--- src/tcwu_pkg.sv ---
package tcwu_pkg;
	localparam int CNT_W  = 16;
	localparam int HALF_W = 8;
	localparam int NCH    = 4;
	localparam int NCH_T1 = 2;
	localparam int DT_W   = 8;
	localparam int PIN_W  = 8;
	localparam int PRE_W  = 10;
	localparam int NF_W   = 4;
	localparam int HR4_SH = 2;
	localparam int HR8_SH = 3;
	localparam logic [CNT_W-1:0] PER_RST   = 16'hFFFF;
	localparam logic [CNT_W-1:0] CNT_RST   = 16'h0000;
	localparam logic [DT_W-1:0]  DT_RST    = 8'h00;
	localparam logic [PIN_W-1:0] PAIR_MASK = 8'h55;
	localparam logic [1:0]       HR_X4     = 2'h1;
	localparam logic [1:0]       HR_X8     = 2'h2;

	typedef enum logic [2:0] {CS_OFF = 3'b001, CS_PER = 3'b010, CS_EVT = 3'b100} tcwu_clk_e;
	typedef enum logic [2:0] {WG_FRQ = 3'b001, WG_SS = 3'b010, WG_DS = 3'b100} tcwu_wg_e;
	typedef enum logic [2:0] {CP_IN = 3'b001, CP_FRQ = 3'b010, CP_PW = 3'b100} tcwu_cap_e;
	typedef enum logic [1:0] {FS_RUN = 2'b01, FS_FLT = 2'b10} tcwu_flt_e;

	typedef struct packed {
		tcwu_clk_e  clk_sel;
		logic [3:0] presc;
		logic       dir_down;
		tcwu_wg_e   wg_mode;
		logic       capture_en;
		tcwu_cap_e  cap_mode;
		logic       split;
		logic [1:0] hires;
	} tcwu_cfg_s;

	typedef struct packed {
		logic             dti_en;
		logic             pg_en;
		logic             pg_cha;
		logic             halt_en;
		logic [PIN_W-1:0] ovr_mask;
	} tcwu_advanced_waveform_extension_s;

	typedef struct packed {
		logic [PIN_W-1:0] mask;
		logic [PIN_W-1:0] value;
	} tcwu_pat_s;
endpackage

--- src/tcwu_top.sv ---
`timescale 1ns/1ps
module tcwu_top #(
	parameter bit TYPE1 = 1'b0
) (
	// Clock and reset
	input  wire logic                                clk_i,
	input  wire logic                                srst_i,
	// Configuration
	input  wire tcwu_pkg::tcwu_cfg_s                 cfg_i,
	input  wire tcwu_pkg::tcwu_advanced_waveform_extension_s                advanced_waveform_extension_i,
	// Buffered writes
	input  wire logic                                per_wr_i,
	input  wire logic [tcwu_pkg::CNT_W-1:0]          per_val_i,
	input  wire logic [tcwu_pkg::NCH-1:0]            cc_wr_i,
	input  wire logic [tcwu_pkg::CNT_W-1:0]          cc_val_i,
	input  wire logic                                dt_wr_i,
	input  wire logic [tcwu_pkg::DT_W-1:0]           dt_ls_i,
	input  wire logic [tcwu_pkg::DT_W-1:0]           dt_hs_i,
	input  wire logic                                pat_wr_i,
	input  wire tcwu_pkg::tcwu_pat_s                 pat_i,
	// Events and capture inputs
	input  wire logic                                cnt_evt_i,
	input  wire logic [tcwu_pkg::NCH-1:0]            cap_in_i,
	input  wire logic [tcwu_pkg::NCH-1:0]            cap_ack_i,
	input  wire logic                                fault_evt_i,
	input  wire logic                                fault_clr_i,
	// Status and waveforms
	output logic [tcwu_pkg::CNT_W-1:0]               cnt_o,
	output logic [tcwu_pkg::NCH-1:0][tcwu_pkg::CNT_W-1:0] ch_val_o,
	output logic                                     ovf_o,
	output logic                                     hunf_o,
	output logic                                     err_o,
	output logic [tcwu_pkg::NCH-1:0]                 cc_irq_o,
	output logic [2*tcwu_pkg::NCH-1:0]               wg_o,
	output logic [tcwu_pkg::PIN_W-1:0]               pin_o,
	output logic [tcwu_pkg::PIN_W-1:0]               pin_ovr_o,
	output logic                                     fault_o,
	output logic [2:0]                               hires_frac_o
);
	localparam int CW = tcwu_pkg::CNT_W;
	localparam int HW = tcwu_pkg::HALF_W;
	localparam int N  = tcwu_pkg::NCH;

	// Compare value seen by the counter; channel 0 hi-res fraction bits go to the fast stage
	function automatic logic [CW-1:0] cmp_val(input logic [CW-1:0] cc, input logic [1:0] hr);
		if (hr == tcwu_pkg::HR_X4)
			cmp_val = cc >> tcwu_pkg::HR4_SH;
		else if (hr == tcwu_pkg::HR_X8)
			cmp_val = cc >> tcwu_pkg::HR8_SH;
		else
			cmp_val = cc;
	endfunction

	logic [tcwu_pkg::PRE_W-1:0] pre_reg, pre_next, pmask;
	logic [CW-1:0] cnt_reg, cnt_next, top, per_act_reg;
	logic up_reg, up_next, ovf_next, hunf_next, tick, upd, halt, restart, split;
	logic [N-1:0] ch_ok, cap_hit, cmp_hit;

	// Type 1 and split restrictions
	always_comb begin
		for (int i = 0; i < N; i++)
			ch_ok[i] = !(TYPE1 && i >= tcwu_pkg::NCH_T1);
		split = cfg_i.split && !TYPE1;
	end

	// Prescaler and base counter
	always_comb begin
		pre_next = pre_reg + 1'b1;
		pmask = ~({tcwu_pkg::PRE_W{1'b1}} << cfg_i.presc);
		tick = ((cfg_i.clk_sel == tcwu_pkg::CS_PER) && ((pre_reg & pmask) == pmask))
			|| ((cfg_i.clk_sel == tcwu_pkg::CS_EVT) && cnt_evt_i);
		tick = tick && !halt;
		top = (cfg_i.wg_mode == tcwu_pkg::WG_FRQ && !cfg_i.capture_en)
			? cmp_val(ch_val_o[0], cfg_i.hires) : per_act_reg;
		cnt_next = cnt_reg;
		up_next = up_reg;
		ovf_next = 1'b0;
		hunf_next = 1'b0;
		if (split) begin
			if (tick) begin
				if (cnt_reg[HW-1:0] == '0) begin
					cnt_next[HW-1:0] = per_act_reg[HW-1:0];
					ovf_next = 1'b1;
				end else
					cnt_next[HW-1:0] = cnt_reg[HW-1:0] - 1'b1;
				if (cnt_reg[CW-1:HW] == '0) begin
					cnt_next[CW-1:HW] = per_act_reg[CW-1:HW];
					hunf_next = 1'b1;
				end else
					cnt_next[CW-1:HW] = cnt_reg[CW-1:HW] - 1'b1;
			end
		end else if (restart)
			cnt_next = tcwu_pkg::CNT_RST;
		else if (tick) begin
			if (cfg_i.wg_mode == tcwu_pkg::WG_DS && !cfg_i.capture_en) begin
				if (up_reg) begin
					if (cnt_reg >= top) begin
						up_next = 1'b0;
						cnt_next = cnt_reg - 1'b1;
					end else
						cnt_next = cnt_reg + 1'b1;
				end else if (cnt_reg == '0) begin
					up_next = 1'b1;
					ovf_next = 1'b1;
					cnt_next = cnt_reg + 1'b1;
				end else
					cnt_next = cnt_reg - 1'b1;
			end else if (cfg_i.dir_down) begin
				if (cnt_reg == '0) begin
					cnt_next = top;
					ovf_next = 1'b1;
				end else
					cnt_next = cnt_reg - 1'b1;
			end else if (cnt_reg >= top) begin
				cnt_next = tcwu_pkg::CNT_RST;
				ovf_next = 1'b1;
			end else
				cnt_next = cnt_reg + 1'b1;
		end
		upd = ovf_next;
	end

	always_ff @(posedge clk_i) begin
		if (srst_i) begin
			pre_reg <= '0;
			cnt_reg <= tcwu_pkg::CNT_RST;
			up_reg  <= 1'b1;
			ovf_o   <= 1'b0;
			hunf_o  <= 1'b0;
		end else begin
			pre_reg <= pre_next;
			cnt_reg <= cnt_next;
			up_reg  <= up_next;
			ovf_o   <= ovf_next;
			hunf_o  <= hunf_next;
		end
	end
	assign cnt_o = cnt_reg;

	// Noise filter on capture inputs; a level must hold for the whole window
	logic [N-1:0][tcwu_pkg::NF_W-1:0] filt_reg, filt_next;
	logic [N-1:0] lvl_reg, lvl_next, rise, fall;
	always_comb begin
		restart = 1'b0;
		cap_hit = '0;
		for (int i = 0; i < N; i++) begin
			filt_next[i] = {filt_reg[i][tcwu_pkg::NF_W-2:0], cap_in_i[i]};
			lvl_next[i] = (&filt_reg[i]) ? 1'b1 : (|filt_reg[i]) ? lvl_reg[i] : 1'b0;
			rise[i] = lvl_next[i] && !lvl_reg[i];
			fall[i] = !lvl_next[i] && lvl_reg[i];
		end
		if (cfg_i.capture_en && !split) begin
			case (cfg_i.cap_mode)
				tcwu_pkg::CP_FRQ: begin
					cap_hit[0] = rise[0];
					restart = rise[0];
				end
				tcwu_pkg::CP_PW: begin
					cap_hit[0] = fall[0];
					restart = rise[0];
				end
				default: cap_hit = rise & ch_ok;
			endcase
		end
	end

	always_ff @(posedge clk_i) begin
		if (srst_i) begin
			filt_reg <= '0;
			lvl_reg  <= '0;
		end else begin
			filt_reg <= filt_next;
			lvl_reg  <= lvl_next;
		end
	end

	// Period and channel buffers, capture store and channel requests
	logic [CW-1:0] per_act_next, per_buf_reg, per_buf_next;
	logic per_bv_reg, per_bv_next, err_next;
	logic [N-1:0][CW-1:0] cc_buf_reg, cc_buf_next, cc_act_next;
	logic [N-1:0] cc_bv_reg, cc_bv_next, full_reg, full_next;
	always_comb begin
		per_buf_next = per_wr_i ? per_val_i : per_buf_reg;
		per_bv_next = per_wr_i || (per_bv_reg && !upd);
		per_act_next = (upd && per_bv_reg) ? per_buf_reg : per_act_reg;
		err_next = 1'b0;
		for (int i = 0; i < N; i++) begin
			cc_buf_next[i] = cc_wr_i[i] ? cc_val_i : cc_buf_reg[i];
			cc_bv_next[i] = (cc_wr_i[i] && ch_ok[i]) || (cc_bv_reg[i] && !upd);
			cc_act_next[i] = (upd && cc_bv_reg[i]) ? cc_buf_reg[i] : ch_val_o[i];
			if (cap_hit[i])
				cc_act_next[i] = cnt_reg;
			full_next[i] = cap_hit[i] || (full_reg[i] && !cap_ack_i[i]);
			err_next = err_next || (cap_hit[i] && full_reg[i] && !cap_ack_i[i]);
			if (split)
				cmp_hit[i] = tick && cnt_reg[HW-1:0] == ch_val_o[i][HW-1:0];
			else
				cmp_hit[i] = tick && cnt_reg == cmp_val(ch_val_o[i], cfg_i.hires);
			cmp_hit[i] = cmp_hit[i] && ch_ok[i] && !cfg_i.capture_en;
		end
	end

	always_ff @(posedge clk_i) begin
		if (srst_i) begin
			per_act_reg <= tcwu_pkg::PER_RST;
			per_buf_reg <= tcwu_pkg::PER_RST;
			per_bv_reg  <= 1'b0;
			cc_buf_reg  <= '0;
			cc_bv_reg   <= '0;
			ch_val_o    <= '0;
			full_reg    <= '0;
			err_o       <= 1'b0;
			cc_irq_o    <= '0;
		end else begin
			per_act_reg <= per_act_next;
			per_buf_reg <= per_buf_next;
			per_bv_reg  <= per_bv_next;
			cc_buf_reg  <= cc_buf_next;
			cc_bv_reg   <= cc_bv_next;
			ch_val_o    <= cc_act_next;
			full_reg    <= full_next;
			err_o       <= err_next;
			cc_irq_o    <= cmp_hit | cap_hit;
		end
	end

	// Waveform generation and hi-res fraction
	logic [2*N-1:0] wg_next;
	logic [2:0] frac_next;
	always_comb begin
		wg_next = '0;
		for (int i = 0; i < N; i++) begin
			if (split) begin
				wg_next[i] = cnt_reg[HW-1:0] < ch_val_o[i][HW-1:0];
				wg_next[i+N] = cnt_reg[CW-1:HW] < ch_val_o[i][CW-1:HW];
			end else if (!cfg_i.capture_en && ch_ok[i]) begin
				if (cfg_i.wg_mode == tcwu_pkg::WG_FRQ)
					wg_next[i] = (i == 0) ? (wg_o[0] ^ ovf_next) : 1'b0;
				else
					wg_next[i] = cnt_reg < cmp_val(ch_val_o[i], cfg_i.hires);
			end
		end
		// Fraction drives the fast-clock phase stage outside this domain
		if (cfg_i.hires == tcwu_pkg::HR_X4)
			frac_next = {1'b0, ch_val_o[0][tcwu_pkg::HR4_SH-1:0]};
		else if (cfg_i.hires == tcwu_pkg::HR_X8)
			frac_next = ch_val_o[0][tcwu_pkg::HR8_SH-1:0];
		else
			frac_next = '0;
	end

	always_ff @(posedge clk_i) begin
		if (srst_i) begin
			wg_o         <= '0;
			hires_frac_o <= '0;
		end else begin
			wg_o         <= wg_next;
			hires_frac_o <= frac_next;
		end
	end

	// Dead-time inserters; both sides held low while a gap counts down
	logic [tcwu_pkg::DT_W-1:0] dls_act_reg, dls_act_next, dhs_act_reg, dhs_act_next;
	logic [tcwu_pkg::DT_W-1:0] dls_buf_reg, dls_buf_next, dhs_buf_reg, dhs_buf_next;
	logic dt_bv_reg, dt_bv_next;
	logic [N-1:0][tcwu_pkg::DT_W-1:0] dcnt_reg, dcnt_next;
	logic [N-1:0] wprev_reg, ls_reg, ls_next, hs_reg, hs_next;
	always_comb begin
		dls_buf_next = dt_wr_i ? dt_ls_i : dls_buf_reg;
		dhs_buf_next = dt_wr_i ? dt_hs_i : dhs_buf_reg;
		dt_bv_next = dt_wr_i || (dt_bv_reg && !upd);
		dls_act_next = (upd && dt_bv_reg) ? dls_buf_reg : dls_act_reg;
		dhs_act_next = (upd && dt_bv_reg) ? dhs_buf_reg : dhs_act_reg;
		halt = 1'b0;
		for (int i = 0; i < N; i++) begin
			if (wg_o[i] != wprev_reg[i])
				dcnt_next[i] = wg_o[i] ? dls_act_reg : dhs_act_reg;
			else if (dcnt_reg[i] != '0)
				dcnt_next[i] = dcnt_reg[i] - 1'b1;
			else
				dcnt_next[i] = dcnt_reg[i];
			ls_next[i] = wg_o[i] && dcnt_next[i] == '0;
			hs_next[i] = !wg_o[i] && dcnt_next[i] == '0;
			halt = halt || (dcnt_reg[i] != '0);
		end
		halt = halt && advanced_waveform_extension_i.halt_en && advanced_waveform_extension_i.dti_en && !TYPE1;
	end

	always_ff @(posedge clk_i) begin
		if (srst_i) begin
			dls_act_reg <= tcwu_pkg::DT_RST;
			dhs_act_reg <= tcwu_pkg::DT_RST;
			dls_buf_reg <= tcwu_pkg::DT_RST;
			dhs_buf_reg <= tcwu_pkg::DT_RST;
			dt_bv_reg   <= 1'b0;
			dcnt_reg    <= '0;
			wprev_reg   <= '0;
			ls_reg      <= '0;
			hs_reg      <= '0;
		end else begin
			dls_act_reg <= dls_act_next;
			dhs_act_reg <= dhs_act_next;
			dls_buf_reg <= dls_buf_next;
			dhs_buf_reg <= dhs_buf_next;
			dt_bv_reg   <= dt_bv_next;
			dcnt_reg    <= dcnt_next;
			wprev_reg   <= wg_o[N-1:0];
			ls_reg      <= ls_next;
			hs_reg      <= hs_next;
		end
	end

	// Pattern buffer, fault state and port override
	tcwu_pkg::tcwu_pat_s pat_act_reg, pat_act_next, pat_buf_reg, pat_buf_next;
	tcwu_pkg::tcwu_flt_e flt_reg, flt_next;
	logic pat_bv_reg, pat_bv_next, advanced_waveform_extension_on;
	logic [tcwu_pkg::PIN_W-1:0] pv, ovr, pin_next, ovr_next;
	always_comb begin
		pat_buf_next = pat_wr_i ? pat_i : pat_buf_reg;
		pat_bv_next = pat_wr_i || (pat_bv_reg && !upd);
		pat_act_next = (upd && pat_bv_reg) ? pat_buf_reg : pat_act_reg;
		advanced_waveform_extension_on = !TYPE1 && (advanced_waveform_extension_i.dti_en || advanced_waveform_extension_i.pg_en);
		flt_next = flt_reg;
		case (flt_reg)
			tcwu_pkg::FS_RUN:
				if (fault_evt_i)
					flt_next = tcwu_pkg::FS_FLT;
			tcwu_pkg::FS_FLT:
				if (fault_clr_i && !fault_evt_i)
					flt_next = tcwu_pkg::FS_RUN;
			default: flt_next = tcwu_pkg::FS_FLT;
		endcase
		for (int i = 0; i < N; i++) begin
			pv[2*i] = ls_reg[i];
			pv[2*i+1] = hs_reg[i];
		end
		if (advanced_waveform_extension_i.pg_en) begin
			pv = advanced_waveform_extension_i.pg_cha ? {tcwu_pkg::PIN_W{wg_o[0]}} : pat_act_reg.value;
			ovr = pat_act_reg.mask;
		end else
			ovr = advanced_waveform_extension_i.ovr_mask;
		ovr_next = advanced_waveform_extension_on ? ovr : '0;
		pin_next = (flt_next == tcwu_pkg::FS_FLT) ? '0 : (pv & ovr_next);
	end

	always_ff @(posedge clk_i) begin
		if (srst_i) begin
			pat_act_reg <= '0;
			pat_buf_reg <= '0;
			pat_bv_reg  <= 1'b0;
			flt_reg     <= tcwu_pkg::FS_RUN;
			pin_o       <= '0;
			pin_ovr_o   <= '0;
			fault_o     <= 1'b0;
		end else begin
			pat_act_reg <= pat_act_next;
			pat_buf_reg <= pat_buf_next;
			pat_bv_reg  <= pat_bv_next;
			flt_reg     <= flt_next;
			pin_o       <= pin_next;
			pin_ovr_o   <= ovr_next;
			fault_o     <= flt_next == tcwu_pkg::FS_FLT;
		end
	end
endmodule

--- config.mk ---
export PLATFORM = sky130hd
export DESIGN_NAME = tcwu_top
export DESIGN_NICKNAME = d
export VERILOG_FILES = /design/src/tcwu_pkg.sv /design/src/tcwu_top.sv
export SDC_FILE = /design/constraint.sdc
export NUM_CORES = 1
export LEC_CHECK = 0
export ABC_CLOCK_PERIOD_IN_PS = 6200
export BUFFER_PORTS_ARGS = -buffer_cell sky130_fd_sc_hd__buf_2
export CAP_MARGIN = 20
export CORE_AREA = 10 10 274 276
export CTS_CLUSTER_SIZE = 8
export DETAILED_ROUTE_END_ITERATION = 16
export DIE_AREA = 0 0 284 286
export GPL_TIMING_DRIVEN = 0
export PLACE_DENSITY = 0.46
export SLEW_MARGIN = 20
export SYNTH_ARGS = -nofsm -noshare
export SYNTH_HDL_FRONTEND = slang
export SYNTH_SLANG_ARGS = --single-unit
--- constraint.sdc ---
create_clock -name clk_i -period 6.2 [get_ports clk_i]
set_clock_uncertainty 0.1 [all_clocks]
set_input_delay 0.62 -clock clk_i [delete_from_list [all_inputs] [get_ports clk_i]]
set_output_delay 0.62 -clock clk_i [all_outputs]
set_load 0.01 [all_outputs]
# Word-level counts from Yosys, hierarchy flattened
# Cells that the tools add are included.
[classes]
add_sub_neg = 9
magnitude_cmp = 13
n_eq_ne = 25
n_shift = 1
mux = 109
bitwise = 9
n_reduce_logical = 128
[ops]
columns = ["cell", "count"]
rows = [
  ["16-bit 2-to-1 mux", 44],
  ["8-bit 2-to-1 mux", 18],
  ["16-bit equality test", 4],
  ["16-bit less-than comparator", 4],
  ["8-bit less-than comparator", 8],
  ["1-bit logical AND", 60],
  ["8-bit logical NOT", 6],
  ["8-bit by 1-bit subtractor with 8-bit output (second input constant)", 6],
  ["1-bit 2-to-1 mux", 40],
  ["8-bit equality test", 4],
  ["8-bit nonzero test", 4],
  ["4-bit AND reduction", 5],
  ["1-bit logical OR", 19],
  ["1-bit logical NOT", 18],
  ["16-bit by 1-bit adder with 16-bit output (second input constant)", 1],
  ["16-bit greater-or-equal comparator", 1],
  ["16-bit logical NOT", 1],
  ["4-bit OR reduction", 4],
  ["16-bit by 1-bit subtractor with 16-bit output (second input constant)", 1],
  ["10-bit by 1-bit adder with 10-bit output (second input constant)", 1],
  ["10-bit bitwise AND", 1],
  ["10-bit equality test", 1],
  ["10-bit inverter", 1],
  ["2-bit nonzero test", 5],
  ["other kinds (19)", 37],
]
[word_totals]
ff_bits = 363
inputBits = 114

# Logic depth before layout (Yosys ltp)
# Gate-level depths: netlist of run 1.
[logic_depth]
depth_word = 15
ltp_mapped = 17
mapped_depth_nobuf = 12

# Worst setup path before layout of run 1
# No wires, ideal clock.
[synth_path]
path_kind = "input -> register"
startpoint = "in cfg_i[6] (netlist bit)"
endpoint = "reg dhs_act_reg[4] (netlist bit)"
setup_time_ns = 0.128
arrival_ns = 4.541
t_required_ns = 5.972
path_slack_ns = 1.432
path_stages = 14
n_path_buf = 4
path_cell_list = "or4b_2 > clkbuf_1 > clkbuf_1 > o21a_1 > ha_1 > nand2_1 > nor4_1 > or4b_1 > clkbuf_1 > a31oi_2 > o2111ai_2 > buf_2 > mux2i_1 > nor2_1"
[synth_between]
elab_chain_len = 11
elab_cells_between_ends = 14
[synth_rtl]
columns = ["item", "line", "text"]
rows = [
  ["from (decl)", "tcwu_top.sv:9", "input wire tcwu_pkg::tcwu_cfg_s cfg_i,"],
  ["1-bit logical NOT", "--", ""],
  ["1-bit logical AND", "tcwu_top.sv:73", "top = (cfg_i.wg_mode == tcwu_pkg::WG_FRQ && !cfg_i.capture_en)"],
  ["16-bit 2-to-1 mux", "tcwu_top.sv:74", "? cmp_val(ch_val_o[0], cfg_i.hires) : per_act_reg;"],
  ["16-bit greater-or-equal comparator", "tcwu_top.sv:114", "end else if (cnt_reg >= top) begin"],
  ["1-bit 2-to-1 mux", "tcwu_top.sv:114", ""],
  ["1-bit 2-to-1 mux", "tcwu_top.sv:108", "end else if (cfg_i.dir_down) begin"],
  ["1-bit 2-to-1 mux", "tcwu_top.sv:95", "if (cfg_i.wg_mode == tcwu_pkg::WG_DS && !cfg_i.capture_en) begin"],
  ["1-bit 2-to-1 mux", "tcwu_top.sv:94", "else if (tick) begin"],
  ["1-bit 2-to-1 mux (*)", "tcwu_top.sv:92", "end else if (restart)"],
  ["1-bit 2-to-1 mux (*)", "tcwu_top.sv:79", "if (split) begin"],
  ["1-bit logical AND (*)", "tcwu_top.sv:273", "dhs_act_next = (upd && dt_bv_reg) ? dhs_buf_reg : dhs_act_reg;"],
  ["to (signal assigned)", "tcwu_top.sv:292", "dhs_act_reg <= tcwu_pkg::DT_RST;"],
  ["to (signal assigned)", "tcwu_top.sv:302", "dhs_act_reg <= dhs_act_next;"],
  ["to (decl)", "tcwu_top.sv:263", "logic [tcwu_pkg::DT_W-1:0] dls_act_reg, dls_act_next, dhs_act_reg, dhs_act_next;"],
]
# Mark *: on every way between the ends. The rest lies on a longest branch, timed or not.
# A chain may end at the register's enable or synchronous reset.

# Worst setup path in the final report of run 1
[layout_path]
startpoint = "in cfg_i[1] (netlist bit)"
endpoint = "reg dls_act_reg[6] (netlist bit)"
[layout_between]
elab_chain_len = 12
elab_cells_between_ends = 13
[layout_rtl]
columns = ["item", "line", "text"]
rows = [
  ["2-bit equality test", "tcwu_top.sv:48", "else if (hr == tcwu_pkg::HR_X8)"],
  ["16-bit 2-to-1 mux", "tcwu_top.sv:48", ""],
  ["16-bit 2-to-1 mux (*)", "tcwu_top.sv:46", "if (hr == tcwu_pkg::HR_X4)"],
  ["16-bit 2-to-1 mux (*)", "tcwu_top.sv:74", ""],
  ["16-bit greater-or-equal comparator (*)", "tcwu_top.sv:114", ""],
  ["1-bit 2-to-1 mux (*)", "tcwu_top.sv:114", ""],
  ["1-bit 2-to-1 mux (*)", "tcwu_top.sv:108", ""],
  ["1-bit 2-to-1 mux (*)", "tcwu_top.sv:95", ""],
  ["1-bit 2-to-1 mux (*)", "tcwu_top.sv:94", ""],
  ["1-bit 2-to-1 mux (*)", "tcwu_top.sv:92", ""],
  ["1-bit 2-to-1 mux (*)", "tcwu_top.sv:79", ""],
  ["1-bit logical AND (*)", "tcwu_top.sv:272", "dls_act_next = (upd && dt_bv_reg) ? dls_buf_reg : dls_act_reg;"],
  ["to (signal assigned)", "tcwu_top.sv:291", "dls_act_reg <= tcwu_pkg::DT_RST;"],
  ["to (signal assigned)", "tcwu_top.sv:301", "dls_act_reg <= dls_act_next;"],
  ["to (decl)", "tcwu_top.sv:263", ""],
]
# Marks and branches as above.

==> results of run 1 <==
-- cell usage after synthesis, types with 20 or more instances --
library cell / count / area (um2)
dfxtp_1: 363 / 7270
nor2_1: 284 / 1070
a21oi_1: 182 / 911
mux2i_1: 168 / 1680
ha_1: 164 / 2050
clkbuf_1: 139 / 522
nand2_1: 128 / 480
inv_1: 84 / 315
o21ai_0: 70 / 350
mux2_2: 49 / 552
nor3_1: 48 / 240
o22ai_1: 47 / 294
nor2b_1: 46 / 288
nand3_1: 45 / 225
a211oi_1: 37 / 278
a21o_1: 34 / 255
nand4_1: 34 / 213
xor2_1: 33 / 289
o21a_1: 29 / 218
xnor2_1: 28 / 245
a222oi_1: 26 / 260
a211oi_2: 24 / 300
nand2b_1: 20 / 125
-- final cells by class --
class	count	area, um2
Antenna cell	3	7.51
Buffer	168	691
Clock buffer	58	1390
Clock inverter	6	60.1
Fill cell	7261	45100
Inverter	84	315
Multi-Input combinational cell	1755	12500
Sequential cell	363	7270
Tap cell	940	1180
Timing Repair Buffer	223	1120
-- worst paths after layout --
check                      from         endpoint  slack (ns)
setup / recovery       cfg_i[1]   dls_act_reg[6]        0.45
hold / removal    per_val_i[12]  per_buf_reg[12]        0.14
hold reg to reg   filt_next[14]    filt_next[15]        0.36
setup reg to reg       cnt_o[8]   dls_act_reg[6]        0.68
-- power by group through the flow --
stage,Sequential [mW],Combinational (mW),Clock (mW)
2_1_floorplan,2.68,1.41,0
3_3_place_gp,2.73,1.93,0
3_5_place_dp,2.73,1.93,0
4_1_cts,2.69,1.95,2.71
5_1_grt,2.71,2.16,2.79
6_report,2.69,1.96,2.65
-- per-layer routing --
layer  up-vias  GRT usage, %  part of all wire, %
li1       9176             -                    -
met1      9593          26.3                   42
met2       710          36.9                   48
met3       175          2.97                  5.6
met4         2          8.03                  3.7
met5         -             0                0.014
-- cells by family after synthesis --
logic type,after synthesis,share of synthesized area [%]
compound gates,597,20.2
simple gates,716,16.6
fa+ha+maj,164,9.91
xor+xnor,61,2.58
mux,217,10.8
flops,363,35.1
buf+inv,252,4.86
-- worst max-delay path, stage by stage --
cell,delay [ns]
buf_2,0.13
nand2b_1,0.22
clkbuf_1,0.39
clkbuf_1,0.72
o22ai_1,0.16
a21oi_1,0.31
o21a_1,0.19
ha_1,0.13
nand2_1,0.06
nor4_1,0.42
or4b_1,0.48
clkbuf_1,0.17
a31oi_2,0.90
o2111ai_2,0.52
buf_2,0.41
mux2i_1,0.18
nor2_1,0.05
-- stage by stage --
step | setup WS (ns) | area, um2 | hold WS [ns] | TNS, ns
final | 0.445 | 24500 | 0.139 | 0
after floorplan | 1.43 | 20700 | 0.342 | 0
after global placement | -0.467 | 23000 | 0.358 | -3.14
after CTS | 0.555 | 24500 | 0.0984 | 0
after detailed placement | -0.0280 | 23000 | 0.370 | -0.0509
after global routing | 0.185 | 24500 | 0.130 | 0
==> results_dict.tcl, run 1 <==
set metrics [dict create \
    drt-total-wl_mm 90.6 \
    ir_drop_uv 175 \
    synthDistinctLibCells 78 \
    drtIter0Drc 1757 \
    p_leak_nw 10.4 \
    grt_overflow 0 \
    path_class "primary input to flop" \
    clock.fmax_mhz 174 \
    cts_buffer_depth 3 \
    p_per_area_mw_per_mm2 298 \
    grtUsageTotal_pct 21.2 \
    switching_share_pct 33.2 \
    critPathRequiredTime_ns 6.52 \
    finalCritPeriodShare_pct 92.8 \
    core_mm2 0.0695 \
    firstDrtPassIters 9 \
    worst_pin_slew_ns 1.26 \
    relSlewSlack_pct 15.9 \
    wl_per_cell_um 25.2 \
    synth_area_mm2 0.0207 \
    grt_pass1_wl_mm 130 \
    power_frac_comb_pct 26.8 \
    ys_ff_latch 363 \
    grt_max_degree 20 \
    worstSetupEndpointType "flop" \
    layout_min_cycle_time_ns 5.75 \
    antenna_found_initial 4 \
    dp.cells 3533 \
    finalHoldViolCount 0 \
    drive_above_1_share_pct 15.5 \
    setup_viol 0 \
    dieHeight_um 286 \
    netlist_instances 2370 \
    synth.avg_cell_area_um2 8.74 \
    holdCritPathClass "primary input to flop" \
    syn2layout_area_growth_pct 18.2 \
    final_cells 3600 \
    num_io_pins 229 \
    layout_common_cells "358 x dfxtp_1, 284 x nor2_1, 227 x buf_2" \
    cts_tree "yes" \
    start_util_pct 29.8 \
    ys_async_sr_fraction_pct 0 \
    post_cts_resized 0 \
    crit_arrival_ns 6.08 \
    final_antenna_net_count 0 \
    synth-edff-count 0 \
    final_util_pct 35.2 \
    cts_max_level 2 \
    worstRegToRegCells 12 \
    power_switching_mw 2.43 \
    post_cts_buffers 0 \
    portBuffers 220 \
    p_total_mw 7.30 \
    syn_nets 2648 \
    critPathLaunchType "primary input" \
    outcome "finished, final reports clean" \
    die_x_um 284 \
    vias 19700 \
    hold_depth 3 \
    final_common_cell "dfxtp_1" \
    slew_violations 0 \
    drc 0 \
    numCtsBuffers 53 \
    clkPwrFrac_pct 36.3 \
    cts_sinks 363 \
    synth_flop_cell "dfxtp_1" \
    grt_pass1_vias 19600 \
    insertion_delay_ns 0.62 \
    maxCapViolCount 0 \
    yosysWarnings 0 \
    vias_per_cell 5.46 \
    rows 97 \
    die_area_mm2 0.0812 \
    fin_nets 2926 \
    rsz0062_at_grt "false" \
    hold_buffers 0 \
    pwr-share-seq_pct 36.8 \
    ys_seq_area_share_pct 35.1 \
    worst-path-max-fanout 10 \
    p_int_mw 4.88 \
    cts.clk_slew.worst_paths_ns 0.05 \
    gp_congestion 0.958 \
    cts_root_buf "clkbuf_16" \
    hpwl_mm 68.7 \
]
Power figures use the tool's default switching activity.
==> run 2, diff against run 1 <==
- RECOVER_POWER: not set -> 100
==> results_dict.tcl, run 2 (synthesized netlist as in run 1, its figures left out) <==
set metrics [dict create \
    slowest_delay_ns 0.72 \
    vias 19700 \
    hold_depth 2 \
    clkPwrFrac_pct 36.4 \
    vias_per_cell 5.46 \
    worstRegToRegCells 12 \
    layout_min_cycle_time_ns 5.82 \
    drtIter0Drc 1771 \
    grt_pass1_vias 19600 \
    portBuffers 220 \
    rsz0062_at_grt "false" \
    drc 0 \
    switching_share_pct 33.2 \
    cts_max_level 2 \
    crit_family "compound AO/OA/AOI/OAI gates" \
    fin_nets 2926 \
    finalCritPeriodShare_pct 93.8 \
    p_total_mw 7.29 \
    gp_congestion 0.958 \
    grtUsageTotal_pct 21.2 \
    pwr-share-seq_pct 36.9 \
    p_per_area_mw_per_mm2 302 \
    final_cells 3601 \
    slowest_stage "clkbuf_1" \
    insertion_delay_ns 0.62 \
    cts_sinks 363 \
    cts_buffer_depth 3 \
    final_common_cell "dfxtp_1" \
    grt_overflow 0 \
    dp_slack_ns -0.0280 \
    maxCapViolCount 1 \
    path_class "primary input to flop" \
    cp_num_buf_inv 6 \
    post_cts_resized 0 \
    setup_ws_ns 0.384 \
    rows 97 \
    start_util_pct 29.8 \
    syn2layout_area_growth_pct 16.5 \
    die_x_um 284 \
    wl_per_cell_um 25.2 \
    dieHeight_um 286 \
    cp_num_cells 18 \
    cts_tree "yes" \
    post_cts_buffers 0 \
    grt_pass1_wl_mm 130 \
    clock.fmax_mhz 172 \
    setup_viol 0 \
    crit_top_cell "clkbuf_1" \
    worst_pin_slew_ns 1.59 \
    nFillCells 7346 \
    ir_drop_uv 177 \
    hpwl_mm 68.7 \
    final_antenna_net_count 0 \
    slew_violations 20 \
    numCtsBuffers 53 \
    drive_above_1_share_pct 9.82 \
    finalHoldViolCount 0 \
    regArea_mm2 0.00727 \
    power_switching_mw 2.42 \
    critPathRequiredTime_ns 6.63 \
    p_leak_nw 9.91 \
    outcome "finished, violations left" \
    antenna_found_initial 4 \
    cts.clk_slew.worst_paths_ns 0.05 \
    violations "max-capacitance violations, max-slew violations" \
    die_area_mm2 0.0812 \
    crit_arrival_ns 6.25 \
    drt-total-wl_mm 90.8 \
    hold_buffers 0 \
    firstDrtPassIters 6 \
    cts_root_buf "clkbuf_16" \
    power_frac_comb_pct 26.7 \
    worst-path-max-fanout 10 \
    dp.cells 3533 \
    grt_max_degree 20 \
    critPathLaunchType "primary input" \
    layout_common_cells "363 x dfxtp_1, 284 x nor2_1, 266 x clkbuf_1" \
    num_io_pins 229 \
    relSlewSlack_pct -6.30 \
    holdCritPathClass "primary input to flop" \
    crit_chain "buf_2 > nand2b_1 > clkbuf_1 > clkbuf_1 > o22ai_1 > a21oi_1 > o21a_1 > ha_1 > nand2_1 > nor4_1 > or4b_1 > clkbuf_1 > a31oi_2 > o2111ai_1 > and2_0 > clkbuf_1 > buf_6 > a211oi_1" \
    multiInputGateArea_mm2 0.0123 \
    worstSetupEndpointType "flop" \
    core_mm2 0.0695 \
    p_int_mw 4.87 \
]
## run 2: per-stage QoR
stage	hold slack (ns)	util [%]	area (um2)	TNS [ns]
finish	0.137	34.7	24100	0
global route	0.130	34.7	24100	0
CTS	0.0984	35.2	24500	0
detailed placement	0.370	33.1	23000	-0.0509
global placement	0.358	33.1	23000	-3.14
floorplan	0.342	-	20700	0
## run 2: power groups by stage
| stage | combinational [mW] | sequential (mW) | clock [mW] |
|---|---|---|---|
| floorplan | 1.41 | 2.68 | 0 |
| global placement | 1.93 | 2.73 | 0 |
| detailed placement | 1.93 | 2.73 | 0 |
| CTS | 1.95 | 2.69 | 2.71 |
| global route | 2.15 | 2.71 | 2.79 |
| finish | 1.95 | 2.69 | 2.66 |
## run 2: cell type report
type                       instances  area share [%]
timing repair buffer             223            4.03
tap                              940            4.87
clock inverter                     6           0.249
clock buffer                      58            5.74
antenna                            4          0.0415
multi-input combinational       1755            50.9
buffer                           168            2.76
inverter                          84            1.31
sequential                       363            30.1
## run 2: metal layers
layer	global-route usage, %	vias to the layer above	routed length (um)
li1	-	9188	-
met1	26.3	9579	38400
met2	36.9	706	43700
met3	2.97	184	5140
met4	8.03	2	3540
met5	0	-	13
## run 2: final timing paths
kind	startpoint	end	slack, ns
setup / recovery	cfg_i[1]	ch_val_o[23]	0.38
hold / removal	cap_in_i[3]	filt_next[13]	0.14
setup reg to reg	cnt_o[8]	dls_act_reg[6]	0.40
hold reg to reg	filt_next[14]	filt_next[15]	0.36
## run 2: worst register-to-register path: stages (launching register included)
cell and delay [ns]:
dfxtp_1 0.96, clkbuf_1 0.75, inv_1 0.53, ha_1 0.42, or4b_2 0.21, clkbuf_1 0.38
nor4_1 0.17, a21o_1 0.19, buf_2 0.22, o2111ai_1 0.91, clkbuf_2 0.48, mux2i_1 0.23
nor2_1 0.05
